===== config.mk =====
export PLATFORM = sky130hd
export DESIGN_NAME = tsec_event_ctrl
export DESIGN_NICKNAME = d
export VERILOG_FILES = /design/src/verilog/tsec_pkg.sv /design/src/verilog/tsec_event_ctrl.sv /design/src/verilog/tsec_ret_mem.sv /design/src/verilog/tsec_route.sv
export SDC_FILE = /design/constraint.sdc
export NUM_CORES = 1
export LEC_CHECK = 0
export BUFFER_PORTS_ARGS = -buffer_cell sky130_fd_sc_hd__buf_2
export CORE_ASPECT_RATIO = 1.75
export CORE_MARGIN = 2
export CORE_UTILIZATION = 46
export CTS_CLUSTER_SIZE = 12
export DETAILED_ROUTE_END_ITERATION = 12
export MAX_ROUTING_LAYER = met4
export PLACE_DENSITY = 0.65
export SYNTH_ARGS = -nofsm -noshare
export SYNTH_HDL_FRONTEND = slang
export SYNTH_HIERARCHICAL = 1
export SYNTH_SLANG_ARGS = --single-unit

===== constraint.sdc =====
create_clock -name core_clk -period 14.63 [get_ports core_clk]
set_clock_uncertainty 0.05 [all_clocks]
set_input_delay 3.6575 -clock core_clk [delete_from_list [all_inputs] [get_ports core_clk]]
set_output_delay 3.6575 -clock core_clk [all_outputs]
set_load 0.005 [all_outputs]

===== src/verilog/tsec_pkg.sv =====
// constants shared by the two-stage event controller
package tsec_pkg;

	// core level numbering, 0 is the most urgent
	localparam int         N_LVL      = 16;
	localparam int         N_GP       = 9;
	localparam int         N_SRC      = 32;
	localparam int         FLD_W      = 4;
	localparam int         FLD_PER_REG = 8;
	localparam logic [3:0] LVL_EMU    = 4'h0;
	localparam logic [3:0] LVL_RST    = 4'h1;
	localparam logic [3:0] LVL_NMI    = 4'h2;
	localparam logic [3:0] LVL_EXC    = 4'h3;
	localparam logic [3:0] LVL_RSVD   = 4'h4;
	localparam logic [3:0] LVL_HWE    = 4'h5;
	localparam logic [3:0] LVL_TMR    = 4'h6;
	localparam logic [3:0] LVL_GP_LO  = 4'h7;

	// register byte offsets
	localparam logic [7:0] OFS_LATCH   = 8'h00;
	localparam logic [7:0] OFS_CMASK   = 8'h04;
	localparam logic [7:0] OFS_ACTIVE  = 8'h08;
	localparam logic [7:0] OFS_PMASK   = 8'h0C;
	localparam logic [7:0] OFS_PSTAT   = 8'h10;
	localparam logic [7:0] OFS_ASSIGN0 = 8'h14;
	localparam logic [7:0] OFS_ASSIGN1 = 8'h18;
	localparam logic [7:0] OFS_ASSIGN2 = 8'h1C;
	localparam logic [7:0] OFS_ASSIGN3 = 8'h20;

	// register indices returned by the address decoder
	localparam logic [3:0] IDX_LATCH   = 4'h0;
	localparam logic [3:0] IDX_CMASK   = 4'h1;
	localparam logic [3:0] IDX_ACTIVE  = 4'h2;
	localparam logic [3:0] IDX_PMASK   = 4'h3;
	localparam logic [3:0] IDX_PSTAT   = 4'h4;
	localparam logic [3:0] IDX_ASSIGN0 = 4'h5;
	localparam logic [3:0] IDX_NONE    = 4'hF;

	// reset values and fixed bits
	localparam logic [15:0] CMASK_RST      = 16'h0000;
	localparam logic [15:0] CMASK_FIXED    = 16'h000F;
	localparam logic [15:0] CMASK_WRITABLE = 16'hFFE0;
	localparam logic [15:0] LATCH_VALID    = 16'hFFEF;
	localparam logic [31:0] PMASK_RST      = 32'h00000000;
	localparam logic [31:0] ASSIGN0_RST    = 32'h22211000;
	localparam logic [31:0] ASSIGN1_RST    = 32'h43333332;
	localparam logic [31:0] ASSIGN2_RST    = 32'h55555444;
	localparam logic [31:0] ASSIGN3_RST    = 32'h66655555;

	// bus answers
	localparam logic [1:0] RESP_OKAY   = 2'h0;
	localparam logic [1:0] RESP_DECERR = 2'h3;

endpackage


===== src/verilog/tsec_event_ctrl.sv =====
// two-stage event controller: core priority stage, routing stage, register slave
//
// Local design decisions: the register addresses and the AXI4-Lite slave port.
`timescale 1ns/1ps
module tsec_event_ctrl #(
	parameter int NSRC = 32,
	parameter int PC_W = 32
) (
	input  wire logic                core_clk,
	input  wire logic                reset,
	// event sources
	input  wire logic [NSRC-1:0]     periph_irq,
	input  wire logic                nmi_pin,
	input  wire logic                emu_pin,
	input  wire logic                reset_evt_pin,
	input  wire logic                wdog_expire,
	input  wire logic                exc_req,
	input  wire logic                hw_err,
	input  wire logic                core_timer_tick,
	input  wire logic                sw_raise,
	input  wire logic [3:0]          sw_raise_level,
	// sequencer side
	input  wire logic [PC_W-1:0]     seq_pc,
	input  wire logic                evt_return,
	output logic                     event_take_q,
	output logic [3:0]               event_level_q,
	output logic                     emu_mode_q,
	output logic                     core_reset_q,
	output logic                     resume_valid_q,
	output logic [3:0]               resume_level_q,
	output logic [PC_W-1:0]          resume_addr,
	// register slave
	input  wire logic [7:0]          s_axi_awaddr,
	input  wire logic                s_axi_awvalid,
	output logic                     s_axi_awready,
	input  wire logic [31:0]         s_axi_wdata,
	input  wire logic [3:0]          s_axi_wstrb,
	input  wire logic                s_axi_wvalid,
	output logic                     s_axi_wready,
	output logic [1:0]               s_axi_bresp,
	output logic                     s_axi_bvalid,
	input  wire logic                s_axi_bready,
	input  wire logic [7:0]          s_axi_araddr,
	input  wire logic                s_axi_arvalid,
	output logic                     s_axi_arready,
	output logic [31:0]              s_axi_rdata,
	output logic [1:0]               s_axi_rresp,
	output logic                     s_axi_rvalid,
	input  wire logic                s_axi_rready
);
	import tsec_pkg::*;

	if (NSRC < 1 || NSRC > N_SRC || PC_W < 1) begin : g_chk
		$error("tsec_event_ctrl: unsupported parameters");
	end

	localparam int NPIN = NSRC + 3;

	logic [NPIN-1:0]   pin_meta_q;
	logic [NPIN-1:0]   pin_sync_q;
	logic [2:0]        pin_prev_q;
	logic [NSRC-1:0]   pstat;
	logic              nmi_rise;
	logic              emu_rise;
	logic              rst_rise;
	logic [15:0]       latch_q;
	logic [15:0]       latch_d;
	logic [15:0]       cmask_q;
	logic [15:0]       active_q;
	logic [31:0]       pmask_q;
	logic [31:0]       assign_q [4];
	logic [NSRC*4-1:0] assign_flat;
	logic [8:0]        gp_req;
	logic [15:0]       eff_mask;
	logic [15:0]       pending;
	logic [15:0]       hw_set;
	logic [15:0]       take_hot;
	logic              cand_ok;
	logic [3:0]        cand_lvl;
	logic              act_any;
	logic [3:0]        act_lvl;
	logic              take;
	logic              ret;
	logic [7:0]        awaddr_q;
	logic              aw_full_q;
	logic [31:0]       wdata_q;
	logic [3:0]        wstrb_q;
	logic              w_full_q;
	logic              wr_fire;
	logic [3:0]        wr_idx;

	// lowest set bit wins, since lower index is more urgent
	function automatic logic [4:0] first_set(input logic [15:0] v);
		logic [4:0] r;
		r = {1'b0, 4'hF};
		for (int i = 15; i >= 0; i--) begin
			if (v[i]) begin
				r = {1'b1, 4'(i)};
			end
		end
		return r;
	endfunction

	// byte offset to register index, shared by read and write paths
	function automatic logic [3:0] reg_index(input logic [7:0] a);
		case (a)
			OFS_LATCH:   return IDX_LATCH;
			OFS_CMASK:   return IDX_CMASK;
			OFS_ACTIVE:  return IDX_ACTIVE;
			OFS_PMASK:   return IDX_PMASK;
			OFS_PSTAT:   return IDX_PSTAT;
			OFS_ASSIGN0: return IDX_ASSIGN0;
			OFS_ASSIGN1: return IDX_ASSIGN0 + 4'h1;
			OFS_ASSIGN2: return IDX_ASSIGN0 + 4'h2;
			OFS_ASSIGN3: return IDX_ASSIGN0 + 4'h3;
			default:     return IDX_NONE;
		endcase
	endfunction

	// byte-lane merge for writes
	function automatic logic [31:0] merge(input logic [31:0] old, input logic [31:0] nw, input logic [3:0] st);
		logic [31:0] r;
		r = old;
		for (int b = 0; b < 4; b++) begin
			if (st[b]) begin
				r[b*8 +: 8] = nw[b*8 +: 8];
			end
		end
		return r;
	endfunction

	// two-stage synchroniser for periph_irq and the three event pins; only the second stage is read
	always_ff @(posedge core_clk or posedge reset) begin
		if (reset) begin
			pin_meta_q <= '0;
			pin_sync_q <= '0;
			pin_prev_q <= '0;
		end else begin
			pin_meta_q <= {reset_evt_pin, emu_pin, nmi_pin, periph_irq};
			pin_sync_q <= pin_meta_q;
			pin_prev_q <= pin_sync_q[NPIN-1 -: 3];
		end
	end

	assign pstat    = pin_sync_q[NSRC-1:0];
	assign nmi_rise = pin_sync_q[NSRC] & ~pin_prev_q[0];
	assign emu_rise = pin_sync_q[NSRC+1] & ~pin_prev_q[1];
	assign rst_rise = pin_sync_q[NSRC+2] & ~pin_prev_q[2];

	always_comb begin
		for (int s = 0; s < NSRC; s++) begin
			assign_flat[s*4 +: 4] = assign_q[s / FLD_PER_REG][(s % FLD_PER_REG)*FLD_W +: FLD_W];
		end
	end

	tsec_route #(
		.NSRC (NSRC)
	) u_route (
		.core_clk    (core_clk),
		.reset       (reset),
		.periph_stat (pstat),
		.periph_mask (pmask_q[NSRC-1:0]),
		.assign_map  (assign_flat),
		.gp_req_q    (gp_req)
	);

	// levels 0-3 cannot be masked, level 4 does not exist
	assign eff_mask = (cmask_q | CMASK_FIXED) & LATCH_VALID;
	assign pending  = latch_q & eff_mask;
	assign {cand_ok, cand_lvl} = first_set(pending);
	assign {act_any, act_lvl}  = first_set(active_q);

	// return has the cycle to itself; a take waits one cycle behind it
	assign ret  = evt_return && act_any;
	assign take = cand_ok && (!act_any || cand_lvl < act_lvl) && !evt_return;
	assign take_hot = take ? (16'h0001 << cand_lvl) : 16'h0000;

	// event sources that set latch bits
	always_comb begin
		hw_set             = '0;
		hw_set[LVL_EMU]    = emu_rise;
		hw_set[LVL_RST]    = rst_rise;
		hw_set[LVL_NMI]    = nmi_rise | wdog_expire;
		hw_set[LVL_EXC]    = exc_req;
		hw_set[LVL_HWE]    = hw_err;
		hw_set[LVL_TMR]    = core_timer_tick;
		// the active bit acts as the acknowledge that stops relatching
		hw_set[15:7]       = gp_req & ~active_q[15:7] & ~take_hot[15:7];
		if (sw_raise && sw_raise_level >= LVL_GP_LO) begin
			hw_set[sw_raise_level] = 1'b1;
		end
	end

	// latch next value: software writes only masked-off bits; hardware set beats any clear
	always_comb begin
		latch_d = latch_q;
		if (wr_fire && wr_idx == IDX_LATCH) begin
			latch_d = (latch_q & eff_mask) | (16'(merge(32'(latch_q), wdata_q, wstrb_q)) & ~eff_mask);
		end
		latch_d = ((latch_d & ~take_hot) | hw_set) & LATCH_VALID;
	end

	always_ff @(posedge core_clk or posedge reset) begin
		if (reset) begin
			latch_q <= '0;
		end else begin
			latch_q <= latch_d;
		end
	end

	// active bits: set on acceptance, cleared on return; a reset-level take clears all the others
	always_ff @(posedge core_clk or posedge reset) begin
		if (reset) begin
			active_q <= '0;
		end else if (take && cand_lvl == LVL_RST) begin
			active_q <= take_hot;
		end else if (take) begin
			active_q <= active_q | take_hot;
		end else if (ret) begin
			active_q <= active_q & ~(16'h0001 << act_lvl);
		end
	end

	// sequencer strobes; a take of the reset level also pulses core_reset_q
	always_ff @(posedge core_clk or posedge reset) begin
		if (reset) begin
			event_take_q   <= 1'b0;
			event_level_q  <= '0;
			core_reset_q   <= 1'b0;
			resume_valid_q <= 1'b0;
			resume_level_q <= '0;
		end else begin
			event_take_q   <= take;
			core_reset_q   <= take && cand_lvl == LVL_RST;
			resume_valid_q <= ret;
			if (take) begin
				event_level_q <= cand_lvl;
			end
			if (ret) begin
				resume_level_q <= act_lvl;
			end
		end
	end

	// emulation mode lasts from emulation entry to its return or to a take of the reset level
	always_ff @(posedge core_clk or posedge reset) begin
		if (reset) begin
			emu_mode_q <= 1'b0;
		end else if (take && cand_lvl == LVL_EMU) begin
			emu_mode_q <= 1'b1;
		end else if ((ret && act_lvl == LVL_EMU) || (take && cand_lvl == LVL_RST)) begin
			emu_mode_q <= 1'b0;
		end
	end

	// interrupted address saved per level, replayed on return
	tsec_ret_mem #(
		.DEPTH (N_LVL),
		.WIDTH (PC_W)
	) u_ret (
		.core_clk  (core_clk),
		.wr_en     (take),
		.wr_addr   (cand_lvl),
		.wr_data   (seq_pc),
		.rd_addr   (act_lvl),
		.rd_data_q (resume_addr)
	);

	// write channel: address and data accepted in either order
	assign wr_fire = aw_full_q && w_full_q && !s_axi_bvalid;
	assign wr_idx  = reg_index(awaddr_q);

	always_ff @(posedge core_clk or posedge reset) begin
		if (reset) begin
			awaddr_q      <= '0;
			aw_full_q     <= 1'b0;
			s_axi_awready <= 1'b1;
			wdata_q       <= '0;
			wstrb_q       <= '0;
			w_full_q      <= 1'b0;
			s_axi_wready  <= 1'b1;
			s_axi_bvalid  <= 1'b0;
			s_axi_bresp   <= RESP_OKAY;
		end else begin
			if (s_axi_awvalid && s_axi_awready) begin
				awaddr_q      <= s_axi_awaddr;
				aw_full_q     <= 1'b1;
				s_axi_awready <= 1'b0;
			end
			if (s_axi_wvalid && s_axi_wready) begin
				wdata_q      <= s_axi_wdata;
				wstrb_q      <= s_axi_wstrb;
				w_full_q     <= 1'b1;
				s_axi_wready <= 1'b0;
			end
			if (wr_fire) begin
				aw_full_q    <= 1'b0;
				w_full_q     <= 1'b0;
				s_axi_bvalid <= 1'b1;
				s_axi_bresp  <= (wr_idx == IDX_NONE) ? RESP_DECERR : RESP_OKAY;
			end
			if (s_axi_bvalid && s_axi_bready) begin
				s_axi_bvalid  <= 1'b0;
				s_axi_awready <= 1'b1;
				s_axi_wready  <= 1'b1;
			end
		end
	end

	// software-owned control registers
	always_ff @(posedge core_clk or posedge reset) begin
		if (reset) begin
			cmask_q     <= CMASK_RST;
			pmask_q     <= PMASK_RST;
			assign_q[0] <= ASSIGN0_RST;
			assign_q[1] <= ASSIGN1_RST;
			assign_q[2] <= ASSIGN2_RST;
			assign_q[3] <= ASSIGN3_RST;
		end else if (wr_fire) begin
			case (wr_idx)
				IDX_CMASK:          cmask_q <= 16'(merge(32'(cmask_q), wdata_q, wstrb_q)) & CMASK_WRITABLE;
				IDX_PMASK:          pmask_q <= merge(pmask_q, wdata_q, wstrb_q);
				IDX_ASSIGN0:        assign_q[0] <= merge(assign_q[0], wdata_q, wstrb_q);
				IDX_ASSIGN0 + 4'h1: assign_q[1] <= merge(assign_q[1], wdata_q, wstrb_q);
				IDX_ASSIGN0 + 4'h2: assign_q[2] <= merge(assign_q[2], wdata_q, wstrb_q);
				IDX_ASSIGN0 + 4'h3: assign_q[3] <= merge(assign_q[3], wdata_q, wstrb_q);
				default:            cmask_q <= cmask_q;
			endcase
		end
	end

	// read channel: data registered at the address handshake
	always_ff @(posedge core_clk or posedge reset) begin
		if (reset) begin
			s_axi_arready <= 1'b1;
			s_axi_rvalid  <= 1'b0;
			s_axi_rdata   <= '0;
			s_axi_rresp   <= RESP_OKAY;
		end else if (s_axi_arvalid && s_axi_arready) begin
			s_axi_arready <= 1'b0;
			s_axi_rvalid  <= 1'b1;
			s_axi_rresp   <= RESP_OKAY;
			case (reg_index(s_axi_araddr))
				IDX_LATCH:          s_axi_rdata <= {16'h0000, latch_q};
				IDX_CMASK:          s_axi_rdata <= {16'h0000, eff_mask};
				IDX_ACTIVE:         s_axi_rdata <= {16'h0000, active_q};
				IDX_PMASK:          s_axi_rdata <= pmask_q;
				IDX_PSTAT:          s_axi_rdata <= 32'(pstat);
				IDX_ASSIGN0:        s_axi_rdata <= assign_q[0];
				IDX_ASSIGN0 + 4'h1: s_axi_rdata <= assign_q[1];
				IDX_ASSIGN0 + 4'h2: s_axi_rdata <= assign_q[2];
				IDX_ASSIGN0 + 4'h3: s_axi_rdata <= assign_q[3];
				default: begin
					s_axi_rdata <= '0;
					s_axi_rresp <= RESP_DECERR;
				end
			endcase
		end else if (s_axi_rvalid && s_axi_rready) begin
			s_axi_rvalid  <= 1'b0;
			s_axi_arready <= 1'b1;
		end
	end
endmodule


===== src/verilog/tsec_ret_mem.sv =====
// return address store, one word per core level
`timescale 1ns/1ps
module tsec_ret_mem #(
	parameter int DEPTH = 16,
	parameter int WIDTH = 32
) (
	input  wire logic                     core_clk,
	input  wire logic                     wr_en,
	input  wire logic [$clog2(DEPTH)-1:0] wr_addr,
	input  wire logic [WIDTH-1:0]         wr_data,
	input  wire logic [$clog2(DEPTH)-1:0] rd_addr,
	output logic      [WIDTH-1:0]         rd_data_q
);
	if (DEPTH < 2 || WIDTH < 1) begin : g_chk
		$error("tsec_ret_mem: unsupported geometry");
	end

	logic [WIDTH-1:0] mem [DEPTH];

	// write and registered read; a same-cycle clash returns the old word
	always_ff @(posedge core_clk) begin
		if (wr_en) begin
			mem[wr_addr] <= wr_data;
		end
		rd_data_q <= mem[rd_addr];
	end
endmodule


===== src/verilog/tsec_route.sv =====
// system routing stage: peripheral requests to general-purpose levels
`timescale 1ns/1ps
module tsec_route #(
	parameter int NSRC = 32
) (
	input  wire logic                  core_clk,
	input  wire logic                  reset,
	input  wire logic [NSRC-1:0]       periph_stat,
	input  wire logic [NSRC-1:0]       periph_mask,
	input  wire logic [NSRC*4-1:0]     assign_map,
	output logic      [8:0]            gp_req_q
);
	import tsec_pkg::*;

	if (NSRC < 1 || NSRC > N_SRC) begin : g_chk
		$error("tsec_route: unsupported source count");
	end

	logic [8:0] gp_req_d;

	// or every unmasked source into the level its field selects
	always_comb begin
		gp_req_d = '0;
		for (int s = 0; s < NSRC; s++) begin
			if (periph_stat[s] && periph_mask[s] && assign_map[s*4 +: 4] < 4'(N_GP)) begin
				gp_req_d[assign_map[s*4 +: 4]] = 1'b1;
			end
		end
	end

	// registered so the level lines are glitch free
	always_ff @(posedge core_clk or posedge reset) begin
		if (reset) begin
			gp_req_q <= '0;
		end else begin
			gp_req_q <= gp_req_d;
		end
	end
endmodule

* Word level (Yosys, flattened, before mapping)
Memory sizes are Yosys's and may differ from the RTL's. A register that Yosys moved wholly into a read port is not among the register bits. Cells that the tools add are included.
Storage, ports and cells: memory bits (writable) 512, bits in registers 383, memories kept 1, output and inout port bits 85, word-level logic and storage cells 553, input port bits 136
Operators by class: shifts and indexed selects 2, reduce and logical (&&, ||, !) cells 154, equal/unequal tests 32, muxes and demuxes 164, bitwise operators 53, magnitude comparators 100
Memories:
- u_ret.mem | words 16, bits a word 32, read ports 1, clocked after Yosys merged registers in 1, write ports 1, line tsec_ret_mem.sv:18 | logic [WIDTH-1:0] mem [DEPTH];
Operators with widths (number):
- 9-bit two-way mux | 32
- 32-bit one-hot mux with 9 select lines | 1
- 9-bit bitwise OR | 31
- 4-bit by 5-bit less-than comparator with 1-bit output (second input constant) | 33
- 5-bit two-way mux | 32
- 1-bit demux with 4-bit select | 33
- 4-bit by 1-bit >= comparator with 1-bit output (second input constant) | 33
- 4-bit less-than comparator (second input constant) | 32
- 1-bit logical AND | 112
- 16-bit two-way mux | 6
- 4-bit one-hot mux with 9 select lines | 2
- 3-bit AND reduction | 22
- 16-bit AND | 4
- 8-bit by 5-bit equality test with 1-bit output (second input constant) | 8
- 16-bit bitwise OR | 4
- 1-bit two-way mux | 51
- 16-bit NOT | 3
- 8-bit by 4-bit equality test with 1-bit output (second input constant) | 4
- 8-bit two-way mux | 4
- 1-bit by 4-bit << shifter with 16-bit output (first input constant) | 2
- 4-bit by 3-bit equality test with 1-bit output (second input constant) | 7
- 9-bit AND | 2
- 9-bit NOT | 2
- 8-bit by 3-bit equality test with 1-bit output (second input constant) | 2
- other kinds (18) | 43

* Longest topological paths before layout
depth after elaboration 67, mapped depth 14, depth with buffers taken out 13

* Cells and area by module
The synthesis kept the hierarchy.
By module, submodules not included:
- tsec_ret_mem | seq. area each 16015.4 um^2, cells each 838, times used 1, area each 19835.3 um^2
- tsec_event_ctrl | seq. area each 9372.7 um^2, cells each 1169, times used 1, area each 15472.3 um^2
- tsec_route | seq. area each 225.2 um^2, cells each 517, times used 1, area each 3454.6 um^2

* Least setup slack after synthesis
OpenSTA, ideal clock, no wires.
kind in2reg, start in evt_return, end mem u_ret.mem[0][0], enable pin, buffers on the path 0, arrival time 7495 ps, required time 14119 ps, stages 7, setup time 461 ps, slack 6624 ps, path through a211oi_1 > a32o_4 > a41o_1 > nand2_1 > inv_1 > or3b_2 > nor3_1
On the way: word-level cells in the longest chain between the ends 4
Ends and longest elaborated chain:
- start: declaration | line tsec_event_ctrl.sv:24 | input wire logic evt_return,
- 1-bit logical NOT | line tsec_event_ctrl.sv:175 | assign take = cand_ok && (!act_any || cand_lvl < act_lvl) && !evt_return;
- 1-bit logical AND | line tsec_event_ctrl.sv:175
- net take | line tsec_event_ctrl.sv:82 | logic take;
- 1-bit two-way mux | line tsec_ret_mem.sv:22 | if (wr_en) begin
- 1-bit two-way mux (implied by the code) | line tsec_ret_mem.sv:23 | mem[wr_addr] <= wr_data;
- end: declaration | line tsec_ret_mem.sv:18
The timed path passes the listed nets, and every way through them passes these cells.

* Final worst setup path
start in evt_return, end mem u_ret.mem[3][3], enable pin
Same word-level chain as after synthesis.

==> summary.txt <==
Status
  – Outcome: finished with violations
  – Failing checks: max-capacitance violations

Clock tree
  – Worst skew pair latency: just under 700 ps
  – CTS Buffer Depth: 3
  – CTS tree: yes
  – CTS clock-pin slew for the worst setup and hold paths: roughly 60 ps
  – Htree depth: 3
  – CTS resizes: 0
  – Clock root buffer master: clkbuf_16
  – Postcts setup bufs: 0
  – Post-CTS Hold Fix Bufs: 0
  – Num CTS Buffers: between 80 and 90
  – Clock sink count: slightly above 900

Critical path
  – Critical Path RT: around 15000 ps
  – Critical Path AT: 6760 ps
  – Register-to-register setup slack: around 9000 ps
  – Worst R2R End: u_ret/mem[3][3]$_DFFE_PP_
  – Critical Setup Path Class: input port to flop
  – R2r startpoint: cmask_q[11]$_DFFE_PP0P_
  – CP Launch Type: input port
  – Crit. End Element: flop
  – Worst Path Max Fanout: 32
  – Cell count of the worst reg-to-reg path: 13

Power and ir drop
  – Pwr Density: 174 nW/um^2
  – Pleak: 0.0164 uW
  – Max rail drop VDD: 0.000152 V

Yosys
  – Post-Synth Adder-Cell Area: less than 1%
  – Post-synthesis sequential area ratio: approximately 66%
  – Multiplexer area fraction after synthesis: ~14%
  – FFs w/ async S/R, synth: 41.2%
  – Simple-gate share of the synthesized area: 9.88%
  – Xor-xnor portion of the synthesized cell area: 0%
  – Compound-cell area share of the yosys netlist: ~8.4%
  – Top FF cell, synth: edfxtp_1
  – Average cell area after synthesis: between 15 and 20 sq um
  – Syn_nets: between 2000 and 3000
  – Largest family of logic cells by synthesized area: multiplexers
  – Register bit total from synthesis: a little over 900
  – Mapped Cells: 2524
  – Netlist Area Pre-Place: 38800 sq um
  – Distinct cells, synth: 93
  – Yosys Warn Count: 6
  – Post-synth EDFFs: 512

Layout
  – Layout cells sized above 1: between 20% and 30%
  – Total Nets Final: around 3000
  – Layout fillers: around 6900
  – Layout area overhead: 13.7%

Drt
  – Average vias per placed instance: between 6 and 7
  – Initial DRC Count: ~2400
  – Final wirelength: ~150 mm
  – DRT antenna net count: 0
  – Via count: ~26000
  – Drt first pass iters: 10
  – Routed len/inst: roughly 38 microns
  – Drt drc: 0

Timing
  – Crit path time final: between 6000 and 7000 ps
  – Relative slew slack: less than 1%
  – Fin crit share: 44.6%
  – Final Setup Violations: 0
  – Total negative slack: 0 ps
  – Worst hold margin: approximately 300 ps
  – Final Max Slew Viols: 0
  – Fmax: between 150 and 200 MHz
  – RSZ-0062 raised after global routing: no
  – Final Hold Fails: 0
  – Worst slew pin tran: 1460 ps

Floorplanning
  – Die ar.: 86700 sq um
  – Core area: 83400 sq um
  – Starting density of the core: between 40% and 50%
  – Die height: about 390 microns
  – Die X: between 200 and 250 microns
  – Row count: between 100 and 150
  – I/O pin cnt: ~220

Flow run
  – Max Cap Viol: 1

GRT
  – First-pass GRT wire length: 207 mm
  – Pin count of the biggest net entering global routing: between 150 and 200
  – Vias in the first global route: ~27000
  – Remaining Overflow, GRT: 0
  – GRT Overall Usage: a little over a third
  – Initial antenna violation count: 19

Placed design
  – Post-DP HPWL: approximately 110 mm
  – Final RePlAce weighted congestion: 1.05
  – Port bufs: 220

Hold path
  – HP Class: flop to flop
  – Hold path start: pin_meta_q[15]$_DFF_PP0_
  – Hold EP: pin_sync_q[15]$_DFF_PP0_
  – Hold path cells: 0
[cells in the mapped netlist (all sizes together) (44+ instances only)]
library cell  instances  area (sq um)
dfrtp               330          8260
nor2                114           428
nand2               130           495
nand2b               44           275
nor4                 50           319
edfxtp              512         15400
mux4                128          2880
a222oi               44           440
dfstp                51          1340
nor3                 93           465
clkbuf               63           236
mux2                221          2490
a22oi                89           668
[worst max-delay path by stage]
stage,slack [ps],from,depth (start not counted),endpoint
after floorplan,680,reset,1,active_q[0]$_DFFE_PP0P_
after global placement,7610,evt_return,8,u_ret/mem[3][3]$_DFFE_PP_
after detailed placement,7510,evt_return,8,u_ret/mem[2][4]$_DFFE_PP_
after CTS,8190,evt_return,8,u_ret/mem[1][15]$_DFFE_PP_
after global routing,7960,evt_return,8,u_ret/mem[1][15]$_DFFE_PP_
final,8100,evt_return,8,u_ret/mem[3][3]$_DFFE_PP_
[logic make-up (layout without fill, tap and decap cells)]
logic type | after synthesis | in the layout
buf+inv | 139 | 470
fa+ha+maj | 3 | 3
compound gates | 425 | 425
mux | 355 | 355
simple gates | 677 | 677
other cells | 0 | 15
flops | 925 | 925
[cells in the final DEF (no fill, tap or decap), drive strengths merged, types with 39 or more instances in the layout]
cell,n
nand2b,44
dfstp,51
nand3,42
mux4,128
nor2,114
inv,46
nor3,93
a21oi,40
clkbuf,154
edfxtp,512
a222oi,44
buf,262
nand2,130
a22oi,89
nor4,50
nand4b,39
mux2,221
dfrtp,330
[registers in the layout, summed over array words and instances, names as in the netlist, 3 cells and up]
signal            flops
active_q             16
resume_level_q        4
u_route/gp_req_q      9
wdata_q              32
pin_meta_q           35
wstrb_q               4
pin_prev_q            3
event_level_q         4
pmask_q              32
pin_sync_q           35
awaddr_q              8
cmask_q              11
latch_q              15
u_ret/rd_data_q      32
s_axi_rdata          32
u_ret/mem           512
assign_flat         128
[metal layers]
| metal | global-route usage, % | share of wire [%] | wire length, microns | up-vias |
|---|---|---|---|---|
| met4 | 30.5 | 11 | 15800 | 0 |
| met5 | - | 0 | 0 | - |
| li1 | - | - | - | 10700 |
| met2 | 60.8 | 51 | 76600 | 1345 |
| met1 | 34.8 | 32 | 47000 | 13400 |
| met3 | 7.94 | 6.5 | 9640 | 522 |
[where the power goes]
| part | switching [uW] | internal [uW] | total [uW] |
|---|---|---|---|
| logic | 1150 | 886 | 2040 |
| clock network | 987 | 1190 | 2180 |
| registers | 353 | 3120 | 3470 |
[area by class of cell]
type                    count  area [sq um]  share of cell area, %
well taps                1065          1330                   3.02
repair buffers            262          1440                   3.27
flip-flops and latches    925         25600                   58.1
clock buffers             154          2550                   5.79
multi-input cells        1460         12800                   29.0
inverters                  43           176                  0.400
clock inverters            11           134                  0.304
diodes                     15          37.5                 0.0851
[critical path, cell delays in order]
cell and delay [ps]:
buf_2 140, a211oi_1 550, a32o_4 280, a41o_1 200, nand2_1 160, inv_1 250
or3b_2 600, nor2_4 890
[per-stage QoR]
step	cell area, sq um	util [%]	worst slack [ps]	power (uW)	instances
global placement	41300	49.6	7610	5490	3755
detailed placement	41300	49.6	7510	5540	3755
finish	44100	52.9	8100	7690	3935
global route	44100	52.9	7960	7980	3931
floorplan	38800	-	676	4750	2524
CTS	44000	52.8	8190	7730	3920
No activity file was read; power rests on OpenSTA's default activity.
